--- config.mk ---
export PLATFORM = sky130hd
export DESIGN_NAME = etc_irq_logic
export DESIGN_NICKNAME = d
export VERILOG_FILES = /design/src/shared/etc_pkg.sv /design/src/verilog/etc_irq_logic.sv
export SDC_FILE = /design/constraint.sdc
export NUM_CORES = 1
export LEC_CHECK = 0
export ABC_AREA = 1
export BUFFER_PORTS_ARGS = -buffer_cell sky130_fd_sc_hd__buf_2
export CORE_AREA = 2 2 101 128
export DETAILED_ROUTE_END_ITERATION = 8
export DIE_AREA = 0 0 103 130
export PLACE_DENSITY = 0.83
export SLEW_MARGIN = 20
export SYNTH_ARGS = -nofsm -noshare
export SYNTH_HDL_FRONTEND = slang
export SYNTH_SLANG_ARGS = --single-unit
--- constraint.sdc ---
create_clock -name mclk -period 1.5 [get_ports mclk]
set_input_delay 0.15 -clock mclk [delete_from_list [all_inputs] [get_ports mclk]]
set_output_delay 0.15 -clock mclk [all_outputs]
set_load 0.01 [all_outputs]
--- src/shared/etc_pkg.sv ---
// Offsets, bit positions and reset values of the interrupt source block
package etc_pkg;
  // Register word indexes on the Avalon-MM slave (address bits 5:2)
  localparam logic [3:0] REG_RESET_CAUSE  = 4'h0;
  localparam logic [3:0] REG_MAIN_CTL     = 4'h1;
  localparam logic [3:0] REG_SECOND_CTL   = 4'h2;
  localparam logic [3:0] REG_THIRD_CTL    = 4'h3;
  localparam logic [3:0] REG_PIN_CHANGE   = 4'h4;
  localparam logic [3:0] REG_TIMER_LOW    = 4'h5;
  localparam logic [3:0] REG_TIMER_HIGH   = 4'h6;
  localparam logic [3:0] REG_TIMER_CTL    = 4'h7;

  // reset_cause_and_priority fields
  localparam int RC_PRIO_EN   = 7;
  localparam int RC_SOFT_BO   = 6;
  localparam int RC_RST_INSTR = 4;
  localparam int RC_WDT_EXP   = 3;
  localparam int RC_PWR_DOWN  = 2;
  localparam int RC_POWER_ON  = 1;
  localparam int RC_BROWNOUT  = 0;
  localparam logic [7:0] RC_RESET = 8'h5c;
  localparam logic [7:0] RC_SW_MASK = 8'hd3;

  // main_irq_control fields
  localparam int MC_GLOBAL_EN = 7;
  localparam int MC_PERIPH_EN = 6;
  localparam int MC_TIMER_EN  = 5;
  localparam int MC_EXT0_EN   = 4;
  localparam int MC_CHANGE_EN = 3;
  localparam int MC_TIMER_FLG = 2;
  localparam int MC_EXT0_FLG  = 1;
  localparam int MC_CHANGE_FLG = 0;

  // second_irq_control fields
  localparam int SC_EDGE0     = 6;
  localparam int SC_EDGE1     = 5;
  localparam int SC_EDGE2     = 4;
  localparam int SC_TIMER_PRI = 2;
  localparam int SC_CHANGE_PRI = 0;
  localparam logic [7:0] SC_RESET = 8'h75;

  // third_irq_control fields
  localparam int TC_EXT2_PRI  = 7;
  localparam int TC_EXT1_PRI  = 6;
  localparam int TC_EXT2_EN   = 4;
  localparam int TC_EXT1_EN   = 3;
  localparam int TC_EXT2_FLG  = 1;
  localparam int TC_EXT1_FLG  = 0;
  localparam logic [7:0] TC_RESET = 8'hc0;

  // Timer control: bit 0 selects the 16-bit count
  localparam int TM_WIDE      = 0;
  localparam logic [7:0] TIMER_ROLL = 8'hff;
endpackage

--- src/verilog/etc_irq_logic.sv ---
// Interrupt sources, priority routing, wake-up and context capture
//
// Added by the designer: the Avalon-MM interface to the registers and the placing of the registers.
`timescale 1ns/100ps
`default_nettype none
// How it works
// - Priority-enable bit set gives high and low levels; clear gives one level.
// - Each external pin edge select: 1 means rising edge, 0 falling edge.
// - A selected edge on an external pin sets that pin's flag.
// - An external pin request is suppressed while its enable bit is clear.
// - External interrupts wake the core only if enabled before it slept.
// - After such a wake, branch to the vector only with global enable set.
// - External one and two take priority from bits in the third control register.
// - External zero has no priority bit and is always high priority.
// - In 8-bit timer mode, rollover FF to 00 sets the overflow flag.
// - In 16-bit timer mode, rollover FFFF to 0000 sets the overflow flag.
// - Timer overflow gated by its enable, priority from second control register.
// - A level change on any upper-nibble port pin sets the change flag.
// - Only pins with change enable count; change enable bit gates the request.
// - Port change priority comes from its bit in the second control register.
// - On interrupt entry the return address is pushed on the return stack.
// - On entry working, status and bank registers are copied to the shadow.
// - Reset control register shows last reset or wake cause; two flags read-only.
// - Bit 5 of the reset control register always reads zero.
// - Single-level mode: peripheral sources need the peripheral enable bit too.
module etc_irq_logic #(
  parameter int PC_W = 21
) (
  input  wire logic            mclk,
  input  wire logic            rstn,
  input  wire logic [5:0]      avs_address,
  input  wire logic            avs_read,
  input  wire logic            avs_write,
  input  wire logic [31:0]     avs_writedata,
  input  wire logic [3:0]      avs_byteenable,
  output logic [31:0]          avs_readdata,
  output logic                 avs_waitrequest,
  input  wire logic [2:0]      ext_irq_pin,
  input  wire logic [3:0]      port_upper_pin,
  input  wire logic            timer_tick,
  input  wire logic            periph_irq,
  input  wire logic            periph_priority,
  input  wire logic            core_asleep,
  input  wire logic            sleep_enter,
  input  wire logic            wdt_expiry,
  input  wire logic            wdt_clear,
  input  wire logic            irq_entry,
  input  wire logic [PC_W-1:0] return_pc,
  input  wire logic [7:0]      working_register,
  input  wire logic [7:0]      status_register,
  input  wire logic [7:0]      bank_select_register,
  output logic                 irq_high,
  output logic                 irq_low,
  output logic                 wake_req,
  output logic                 wake_branch,
  output logic                 stack_push,
  output logic [PC_W-1:0]      stack_pc,
  output logic [7:0]           shadow_working,
  output logic [7:0]           shadow_status,
  output logic [7:0]           shadow_bank
);

  // Flag update: hardware set wins over a software clear in the same cycle
  function automatic logic flag_next(input logic cur, input logic wr, input logic wbit,
                                     input logic set);
    flag_next = (wr ? wbit : cur) | set;
  endfunction

  logic [7:0] reset_cause_and_priority;
  logic [7:0] main_irq_control;
  logic [7:0] second_irq_control;
  logic [7:0] third_irq_control;
  logic [3:0] per_pin_change_enable;
  logic [7:0] timer_zero_low_byte;
  logic [7:0] timer_zero_high_byte;
  logic       timer_wide;
  logic [6:0] sync_a;
  logic [6:0] sync_b;
  logic [6:0] sync_c;
  logic [2:0] sleep_enable_snap;

  // Bus decode
  logic       access;
  logic       wr_take;
  logic [3:0] reg_idx;
  logic [7:0] wbyte;
  logic       wr_lane;
  logic [7:0] read_byte;

  assign access  = avs_read | avs_write;
  assign wr_take = avs_write & ~avs_waitrequest & avs_byteenable[0];
  assign reg_idx = avs_address[5:2];
  assign wbyte   = avs_writedata[7:0];
  assign wr_lane = wr_take;

  function automatic logic wr_hit(input logic [3:0] idx, input logic [3:0] target,
                                  input logic take);
    wr_hit = take & (idx == target);
  endfunction

  logic wr_rc;
  logic wr_main;
  logic wr_second;
  logic wr_third;
  logic wr_change;
  logic wr_tlow;
  logic wr_thigh;
  logic wr_tctl;

  assign wr_rc     = wr_hit(reg_idx, etc_pkg::REG_RESET_CAUSE, wr_lane);
  assign wr_main   = wr_hit(reg_idx, etc_pkg::REG_MAIN_CTL, wr_lane);
  assign wr_second = wr_hit(reg_idx, etc_pkg::REG_SECOND_CTL, wr_lane);
  assign wr_third  = wr_hit(reg_idx, etc_pkg::REG_THIRD_CTL, wr_lane);
  assign wr_change = wr_hit(reg_idx, etc_pkg::REG_PIN_CHANGE, wr_lane);
  assign wr_tlow   = wr_hit(reg_idx, etc_pkg::REG_TIMER_LOW, wr_lane);
  assign wr_thigh  = wr_hit(reg_idx, etc_pkg::REG_TIMER_HIGH, wr_lane);
  assign wr_tctl   = wr_hit(reg_idx, etc_pkg::REG_TIMER_CTL, wr_lane);

  // One wait cycle per access; read data is valid when waitrequest drops
  always_ff @(posedge mclk or negedge rstn) begin
    if (!rstn) begin
      avs_waitrequest <= 1'b1;
    end else if (access && avs_waitrequest) begin
      avs_waitrequest <= 1'b0;
    end else begin
      avs_waitrequest <= 1'b1;
    end
  end

  always_comb begin
    case (reg_idx)
      etc_pkg::REG_RESET_CAUSE: read_byte = reset_cause_and_priority;
      etc_pkg::REG_MAIN_CTL:    read_byte = main_irq_control;
      etc_pkg::REG_SECOND_CTL:  read_byte = second_irq_control;
      etc_pkg::REG_THIRD_CTL:   read_byte = third_irq_control;
      etc_pkg::REG_PIN_CHANGE:  read_byte = {per_pin_change_enable, 4'h0};
      etc_pkg::REG_TIMER_LOW:   read_byte = timer_zero_low_byte;
      etc_pkg::REG_TIMER_HIGH:  read_byte = timer_zero_high_byte;
      etc_pkg::REG_TIMER_CTL:   read_byte = {7'h00, timer_wide};
      default:                  read_byte = 8'h00;
    endcase
  end

  always_ff @(posedge mclk or negedge rstn) begin
    if (!rstn) begin
      avs_readdata <= 32'h0000_0000;
    end else if (avs_read && avs_waitrequest) begin
      avs_readdata <= {24'h00_0000, read_byte};
    end
  end

  // Three stages: first two synchronise, third gives the previous level
  always_ff @(posedge mclk or negedge rstn) begin
    if (!rstn) begin
      sync_a <= 7'h00;
      sync_b <= 7'h00;
      sync_c <= 7'h00;
    end else begin
      sync_a <= {port_upper_pin, ext_irq_pin};
      sync_b <= sync_a;
      sync_c <= sync_b;
    end
  end

  logic [2:0] edge_sel;
  logic [2:0] ext_edge;
  logic       change_seen;

  assign edge_sel = {second_irq_control[etc_pkg::SC_EDGE2],
                     second_irq_control[etc_pkg::SC_EDGE1],
                     second_irq_control[etc_pkg::SC_EDGE0]};
  assign ext_edge = (edge_sel & sync_b[2:0] & ~sync_c[2:0])
                  | (~edge_sel & ~sync_b[2:0] & sync_c[2:0]);
  assign change_seen = |((sync_b[6:3] ^ sync_c[6:3]) & per_pin_change_enable);

  // Timer zero counter
  logic timer_overflow;
  assign timer_overflow = timer_tick && (timer_zero_low_byte == etc_pkg::TIMER_ROLL)
                       && (!timer_wide || timer_zero_high_byte == etc_pkg::TIMER_ROLL)
                       && !wr_tlow && !wr_thigh;

  always_ff @(posedge mclk or negedge rstn) begin
    if (!rstn) begin
      timer_zero_low_byte <= 8'h00;
    end else if (wr_tlow) begin
      timer_zero_low_byte <= wbyte;
    end else if (timer_tick) begin
      timer_zero_low_byte <= timer_zero_low_byte + 8'h01;
    end
  end

  always_ff @(posedge mclk or negedge rstn) begin
    if (!rstn) begin
      timer_zero_high_byte <= 8'h00;
    end else if (wr_thigh) begin
      timer_zero_high_byte <= wbyte;
    end else if (timer_tick && timer_wide && !wr_tlow
                 && timer_zero_low_byte == etc_pkg::TIMER_ROLL) begin
      timer_zero_high_byte <= timer_zero_high_byte + 8'h01;
    end
  end

  always_ff @(posedge mclk or negedge rstn) begin
    if (!rstn) begin
      timer_wide <= 1'b0;
    end else if (wr_tctl) begin
      timer_wide <= wbyte[etc_pkg::TM_WIDE];
    end
  end

  // Control registers with flags
  always_ff @(posedge mclk or negedge rstn) begin
    if (!rstn) begin
      main_irq_control <= 8'h00;
    end else begin
      if (wr_main) begin
        main_irq_control[7:3] <= wbyte[7:3];
      end
      main_irq_control[etc_pkg::MC_TIMER_FLG] <=
        flag_next(main_irq_control[etc_pkg::MC_TIMER_FLG], wr_main,
                  wbyte[etc_pkg::MC_TIMER_FLG], timer_overflow);
      main_irq_control[etc_pkg::MC_EXT0_FLG] <=
        flag_next(main_irq_control[etc_pkg::MC_EXT0_FLG], wr_main,
                  wbyte[etc_pkg::MC_EXT0_FLG], ext_edge[0]);
      main_irq_control[etc_pkg::MC_CHANGE_FLG] <=
        flag_next(main_irq_control[etc_pkg::MC_CHANGE_FLG], wr_main,
                  wbyte[etc_pkg::MC_CHANGE_FLG], change_seen);
    end
  end

  always_ff @(posedge mclk or negedge rstn) begin
    if (!rstn) begin
      second_irq_control <= etc_pkg::SC_RESET;
    end else if (wr_second) begin
      second_irq_control <= wbyte;
    end
  end

  always_ff @(posedge mclk or negedge rstn) begin
    if (!rstn) begin
      third_irq_control <= etc_pkg::TC_RESET;
    end else begin
      if (wr_third) begin
        third_irq_control[7:2] <= wbyte[7:2];
      end
      third_irq_control[etc_pkg::TC_EXT2_FLG] <=
        flag_next(third_irq_control[etc_pkg::TC_EXT2_FLG], wr_third,
                  wbyte[etc_pkg::TC_EXT2_FLG], ext_edge[2]);
      third_irq_control[etc_pkg::TC_EXT1_FLG] <=
        flag_next(third_irq_control[etc_pkg::TC_EXT1_FLG], wr_third,
                  wbyte[etc_pkg::TC_EXT1_FLG], ext_edge[1]);
    end
  end

  always_ff @(posedge mclk or negedge rstn) begin
    if (!rstn) begin
      per_pin_change_enable <= 4'h0;
    end else if (wr_change) begin
      per_pin_change_enable <= wbyte[7:4];
    end
  end

  // Watchdog and power-down flags only move by hardware events
  always_ff @(posedge mclk or negedge rstn) begin
    if (!rstn) begin
      reset_cause_and_priority <= etc_pkg::RC_RESET;
    end else begin
      if (wr_rc) begin
        reset_cause_and_priority <= (wbyte & etc_pkg::RC_SW_MASK)
                                  | (reset_cause_and_priority & ~etc_pkg::RC_SW_MASK);
      end
      if (wdt_clear) begin
        reset_cause_and_priority[etc_pkg::RC_WDT_EXP]  <= 1'b1;
        reset_cause_and_priority[etc_pkg::RC_PWR_DOWN] <= 1'b1;
      end else begin
        if (wdt_expiry) begin
          reset_cause_and_priority[etc_pkg::RC_WDT_EXP] <= 1'b0;
        end
        if (sleep_enter) begin
          reset_cause_and_priority[etc_pkg::RC_PWR_DOWN] <= 1'b0;
        end
      end
    end
  end

  // Request routing
  logic       prio_on;
  logic       global_en;
  logic       periph_en;
  logic [2:0] ext_flag;
  logic [2:0] ext_en;
  logic [2:0] ext_act;
  logic       timer_act;
  logic       change_act;
  logic       any_high;
  logic       any_low;
  logic       core_any;

  assign prio_on   = reset_cause_and_priority[etc_pkg::RC_PRIO_EN];
  assign global_en = main_irq_control[etc_pkg::MC_GLOBAL_EN];
  assign periph_en = main_irq_control[etc_pkg::MC_PERIPH_EN];
  assign ext_flag  = {third_irq_control[etc_pkg::TC_EXT2_FLG],
                      third_irq_control[etc_pkg::TC_EXT1_FLG],
                      main_irq_control[etc_pkg::MC_EXT0_FLG]};
  assign ext_en    = {third_irq_control[etc_pkg::TC_EXT2_EN],
                      third_irq_control[etc_pkg::TC_EXT1_EN],
                      main_irq_control[etc_pkg::MC_EXT0_EN]};
  assign ext_act   = ext_flag & ext_en;
  assign timer_act = main_irq_control[etc_pkg::MC_TIMER_FLG]
                   & main_irq_control[etc_pkg::MC_TIMER_EN];
  assign change_act = main_irq_control[etc_pkg::MC_CHANGE_FLG]
                    & main_irq_control[etc_pkg::MC_CHANGE_EN];
  assign core_any  = |ext_act | timer_act | change_act;

  assign any_high = ext_act[0]
                  | (ext_act[1] & third_irq_control[etc_pkg::TC_EXT1_PRI])
                  | (ext_act[2] & third_irq_control[etc_pkg::TC_EXT2_PRI])
                  | (timer_act & second_irq_control[etc_pkg::SC_TIMER_PRI])
                  | (change_act & second_irq_control[etc_pkg::SC_CHANGE_PRI])
                  | (periph_irq & periph_priority);
  assign any_low  = (ext_act[1] & ~third_irq_control[etc_pkg::TC_EXT1_PRI])
                  | (ext_act[2] & ~third_irq_control[etc_pkg::TC_EXT2_PRI])
                  | (timer_act & ~second_irq_control[etc_pkg::SC_TIMER_PRI])
                  | (change_act & ~second_irq_control[etc_pkg::SC_CHANGE_PRI])
                  | (periph_irq & ~periph_priority);

  // With priorities on, the peripheral enable bit acts as the low-level enable
  always_ff @(posedge mclk or negedge rstn) begin
    if (!rstn) begin
      irq_high <= 1'b0;
      irq_low  <= 1'b0;
    end else if (prio_on) begin
      irq_high <= global_en & any_high;
      irq_low  <= global_en & periph_en & any_low & ~any_high;
    end else begin
      irq_high <= global_en & (core_any | (periph_en & periph_irq));
      irq_low  <= 1'b0;
    end
  end

  // Enables are frozen while asleep so late enables cannot wake the core
  always_ff @(posedge mclk or negedge rstn) begin
    if (!rstn) begin
      sleep_enable_snap <= 3'h0;
    end else if (!core_asleep) begin
      sleep_enable_snap <= ext_en;
    end
  end

  logic wake_now;
  assign wake_now = core_asleep & |(ext_flag & sleep_enable_snap);

  always_ff @(posedge mclk or negedge rstn) begin
    if (!rstn) begin
      wake_req    <= 1'b0;
      wake_branch <= 1'b0;
    end else begin
      wake_req    <= wake_now;
      wake_branch <= wake_now & global_en;
    end
  end

  // Context capture on entry; return address and shadow held until next entry
  always_ff @(posedge mclk or negedge rstn) begin
    if (!rstn) begin
      stack_push <= 1'b0;
    end else begin
      stack_push <= irq_entry;
    end
  end

  always_ff @(posedge mclk or negedge rstn) begin
    if (!rstn) begin
      stack_pc       <= '0;
      shadow_working <= 8'h00;
      shadow_status  <= 8'h00;
      shadow_bank    <= 8'h00;
    end else if (irq_entry) begin
      stack_pc       <= return_pc;
      shadow_working <= working_register;
      shadow_status  <= status_register;
      shadow_bank    <= bank_select_register;
    end
  end
endmodule
`default_nettype wire

# Yosys cells after proc, flatten, opt, wreduce, memory -nomap -nowiden
# Cells that the tools add are included.
# word_totals
in_bits,106
output_inout_bits,83
elab_cells,144
reg_bits,136
# op_classes
muxes,17
bitwise_logic,68
add_sub_neg,2
reduce_logical,21
n_eq_ne,9
# op_table
op,n
$pmux W8 S8,1
$mux W8,4
$and A1 B1 Y1,30
$and A3 B3 Y3,6
$or A1 B1 Y1,18
$add A8 B1 Y8 const B,2
$eq A4 B3 Y1 const B,4
$eq A8 B8 Y1 const B,2
$mux W1,10
$logic_and A1 B1 Y1,9
$not A3 Y3,3
$eq A4 B2 Y1 const B,2
$or A8 B6 Y8,1
$not A1 Y1,7
$reduce_bool A3 Y1,2
$reduce_or A3 Y1,2
$and A4 B4 Y4,1
$eq A4 B1 Y1 const B,1
$logic_not A4 Y1,1
$mux W4,1
$reduce_bool A2 Y1,2
$reduce_or A4 Y1,1
$xor A4 B4 Y4,1
$logic_not A1 Y1,3
other kinds (3),3

# Longest topological paths before layout
# logic_depth
ltp_word,10
depth_mapped,9
mapped_depth_nobuf,9

# Worst setup path after synthesis
# OpenSTA, ideal clock, no wires.
# synth_timing
kind,register to register
startpoint,register timer_zero_low_byte[0]
endpoint,register timer_zero_high_byte[5]
stages_incl_launch_ff,8
arrival_ns,1.237
setup_time_ns,0.065
synth_period_minus_slack_ns,1.303
n_path_buf,0
slack_ns,0.197
required_ns,1.435
path_cell_list,dfrtp_1 > ha_1 > nand3_1 > nor3_1 > nand3_2 > nand2_4 > nand2_1 > nand2_1
# synth_between
elab_chain_len,3
# synth_rtl
element,line,source
"start, declared",etc_irq_logic.sv:74,logic [7:0] timer_zero_low_byte;
"start signal, assigned",etc_irq_logic.sv:186,timer_zero_low_byte <= wbyte;
"start signal, assigned",etc_irq_logic.sv:188,timer_zero_low_byte <= timer_zero_low_byte + 8'h01;
$eq A8 B8 Y1,etc_irq_logic.sv:198,&& timer_zero_low_byte == etc_pkg::TIMER_ROLL) begin
$logic_and A1 B1 Y1,etc_irq_logic.sv:198,
$reduce_bool A2 Y1 (no source line),-,
"end signal, assigned",etc_irq_logic.sv:196,timer_zero_high_byte <= wbyte;
"end signal, assigned",etc_irq_logic.sv:199,timer_zero_high_byte <= timer_zero_high_byte + 8'h01;
"end, declared",etc_irq_logic.sv:75,logic [7:0] timer_zero_high_byte;
# No other way between the ends.
# A chain may end at the register's enable or synchronous reset.

# Worst setup path after layout
# layout_timing
startpoint,register timer_zero_low_byte[0]
endpoint,register timer_zero_high_byte[0]
# The elaborated chain is that of the path after synthesis.

==> summary.md <==
| Metric | Value |
|---|---|
| CP most frequent cell | `nand2_1` |
| Worst setup EP type | `flop` |
| DP Area | `7188 um2` |
| Post-synth top area share | `0.4940` |
| Outcome | `complete, no violations` |
| Clock power share | `0.438` |
| YS warnings | `0` |
| CP Launch Type | `flop` |
| Share of layout cells above drive strength 1 | `0.3043` |
| Top cells by area, synth | `dfrtp_1, nand2_1, mux2_2, nand3_1, dfstp_2` |
| Overall Power | `0.01089 W` |
| Drt wl/cell | `16.13 um` |
| Placement Setup Slack | `39.20 ps` |
| Period minus WS final | `1425 ps` |
| TritonCTS clock tree | `built` |
| Layout area overhead | `36.22%` |
| IO Port Bufs | `135` |
| Hold Vio Cnt, Final | `0` |
| Slew Viols, Final | `0` |
| Reg clk slew, reported paths | `60 ps` |
| CP Cell Sequence | `ha_1 > nand3_1 > nor3_2 > nand3_2 > buf_4 > nand2_4 > nand2_1 > nand2_1` |
| Worst Path Buf+Inv | `1` |
| Register bit total from synthesis | `135` |
| Sequential share of power | `0.410` |
| Via count | `5466` |
| Worst path top cell family by delay | `simple AND/OR/NAND/NOR gates` |
| Vias in the first global route | `5683` |
| Fillers | `950` |
| Fin crit share | `0.9499` |
| I/O pin count | `189` |
| Clk_lat worst skew | `420 ps` |
| Initial Util | `0.5059` |
| Final setup violation count | `0` |
| GR Overflow Total | `0` |
| Nets | `1002` |
| Largest net degree at the start of global routing | `47` |
| Clk sinks | `135` |
| Longest Clk Path Bufs | `2` |
| Die Y | `130 um` |
| Maxcap violations | `0` |
| Initial detailed-routing violation count | `358` |
| Initial antenna violation count | `0` |
| Distinct cells, synth | `34` |
| CP max stage delay | `350 ps` |
| Switching power | `0.002831 W` |
| Mapped Cells | `671` |
| Fmax | `701.8 MHz` |
| Min-Delay Path Class | `in2reg` |
| Diode count | `0` |
| Fin Clk Skew | `9.115 ps` |
| Root Driver | `clkbuf_16` |
| Setup Crit Path Kind | `reg2reg` |
| Total Wirelength | `17340 um` |
| Worst vdd ir | `0.9233 mV` |
| Inserted Clock Buffers | `17` |
| Sequential-to-total area share from yosys stat | `0.5446` |
| WP data required | `1850 ps` |
| Final WS setup | `75.13 ps` |
| Post-DP HPWL | `11160 um` |
| GPL Wtd Cong | `0.9300` |
| P_leak | `4.306 nW` |
| Slowest stage cell, crit path | `dfrtp_1` |
| Pint | `0.008056 W` |
| R2r setup slk | `80 ps` |
| Combinational power share | `0.151` |
| Avg Inst Size Synth | `9.286 um2` |
| Fin area | `8488 um2` |
| Max H-tree Level | `4` |
| Via/cell ratio | `5.085` |
| Row count | `46` |
| PwrDens | `1283 nW/um2` |
| Detail Route Antenna Nets | `0` |
| First-pass GRT wire length | `27900 um` |
| Critical path data arrival time | `1770 ps` |
| GRT Util Overall | `0.2784` |
| Number of remaining DRC errors | `0` |
| Cell Area, Synth | `6231 um2` |
| Die area | `13390 um2` |
| Synth area leader | `dfrtp_1` |
| Die Width | `103 um` |
| Core Box Area | `12320 um2` |
| First-pass iteration count of the detailed router | `5` |
| Switching share of power | `0.2600` |
| CP Max Fanout | `9` |
==> path summary, 6_finish.rpt <==
| check | to | start | cells after the start |
|---|---|---|---|
| max reg2reg | timer_zero_high_byte[0]$_DFFE_PN0P_ | timer_zero_low_byte[0]$_DFFE_PN0P_ | 8 |
| max in group asynchronous | avs_waitrequest$_DFF_PN1_ | rstn | 3 |
| min in group asynchronous | timer_zero_low_byte[3]$_DFFE_PN0P_ | rstn | 2 |
| min | shadow_bank[7]$_DFFE_PN0P_ | bank_select_register[7] | 2 |
| max | timer_zero_high_byte[0]$_DFFE_PN0P_ | timer_zero_low_byte[0]$_DFFE_PN0P_ | 8 |
| min reg2reg | sync_b[3]$_DFF_PN0_ | sync_a[3]$_DFF_PN0_ | 0 |
==> cell usage in the layout, fill, tap and decap left out, types with 17 or more instances in the layout <==
master | Yosys | routed
nand2_1 | 187 | 187
buf_2 | 12 | 134
dfrtp_1 | 123 | 123
nand3_1 | 78 | 78
dlygate4sd3_1 | 0 | 60
nor2_1 | 50 | 49
mux2_2 | 47 | 47
inv_1 | 41 | 41
o21ai_0 | 39 | 39
conb_1 | 1 | 24
buf_4 | 25 | 24
clkbuf_16 | 0 | 17
==> registers in the layout, summed over array words and instances (netlist names), 3 cells and up <==
name,flops
shadow_status,8
shadow_working,8
sleep_enable_snap,3
second_irq_control,8
sync_a,7
stack_pc,21
per_pin_change_enable,4
main_irq_control,8
sync_c,7
reset_cause_and_priority,7
timer_zero_low_byte,8
avs_readdata,8
timer_zero_high_byte,8
sync_b,7
third_irq_control,8
shadow_bank,8
==> kinds of logic (layout without fill, tap and decap cells) <==
| logic type | after synthesis | in the layout | synth area share |
|---|---|---|---|
| DFF | 135 | 135 | 0.5446 |
| muxes | 47 | 47 | 0.08494 |
| and+or+nand+nor | 339 | 339 | 0.2396 |
| other | 1 | 24 | 0.0006018 |
| AOI/OAI and AO/OA | 55 | 55 | 0.04659 |
| buffers and inverters | 85 | 298 | 0.06988 |
| adders and majority gates | 2 | 2 | 0.004015 |
| xor gates and xnor gates | 7 | 7 | 0.009840 |
==> routing by layer <==
metal	track usage	routed length [um]
met5	0	0
met4	0.1354	735
met3	0.08570	1183
met2	0.4790	8831
met1	0.3111	6591
==> timing repair <==
item                       in CTS  in global routing
hold buffers                   60                  0
setup buffers                   0                  1
resized for setup               0                  2
setup endpoints to repair       1                 12
hold endpoints to repair      179                  0
pin swaps                       1                  2
==> Yosys cell counts (all sizes together) <==
cell / n
or2: 2
conb: 1
clkbuf: 4
o22ai: 1
a21oi: 9
dfrtp: 123
xor2: 6
o211ai: 2
nor3: 2
nand3: 82
mux2: 47
inv: 43
nor2: 58
nand3b: 1
o2111ai: 1
ha: 2
dfstp: 12
buf: 38
nor4: 1
nand4: 3
nand2: 190
o21ai: 42
xnor2: 1
==> through the flow <==
stage | instances | util | hold WS (ps) | TNS (ps)
floorplan | 694 | - | -145.6 | 0
global placement | 982 | 0.5836 | 49.80 | 0
detailed placement | 982 | 0.5836 | 50.18 | 0
CTS | 1074 | 0.6879 | 0.03339 | 0
global route | 1075 | 0.6892 | 24.76 | -59.05
finish | 1075 | 0.6892 | 30.60 | 0
==> final cells by class <==
| class | instances | area (um2) | area share |
|---|---|---|---|
| clock inverters | 10 | 190.2 | 0.02241 |
| flip-flops and latches | 135 | 3393 | 0.3998 |
| multi-input cells | 474 | 2496 | 0.2941 |
| repair buffers | 223 | 1543 | 0.1818 |
| clock buffers | 22 | 494.2 | 0.05823 |
| well taps | 168 | 210.2 | 0.02476 |
| inverters | 43 | 161.4 | 0.01902 |
==> power groups by stage <==
stage          clock network (W)  registers (W)  logic, W
6_report                 0.00477        0.00447   0.00165
5_1_grt                  0.00498        0.00452   0.00183
4_1_cts                  0.00482        0.00445   0.00162
3_5_place_dp                   0        0.00450   0.00149
3_3_place_gp                   0        0.00448   0.00145
2_1_floorplan                  0        0.00452  0.000790
No activity file was read; power rests on OpenSTA's default activity.
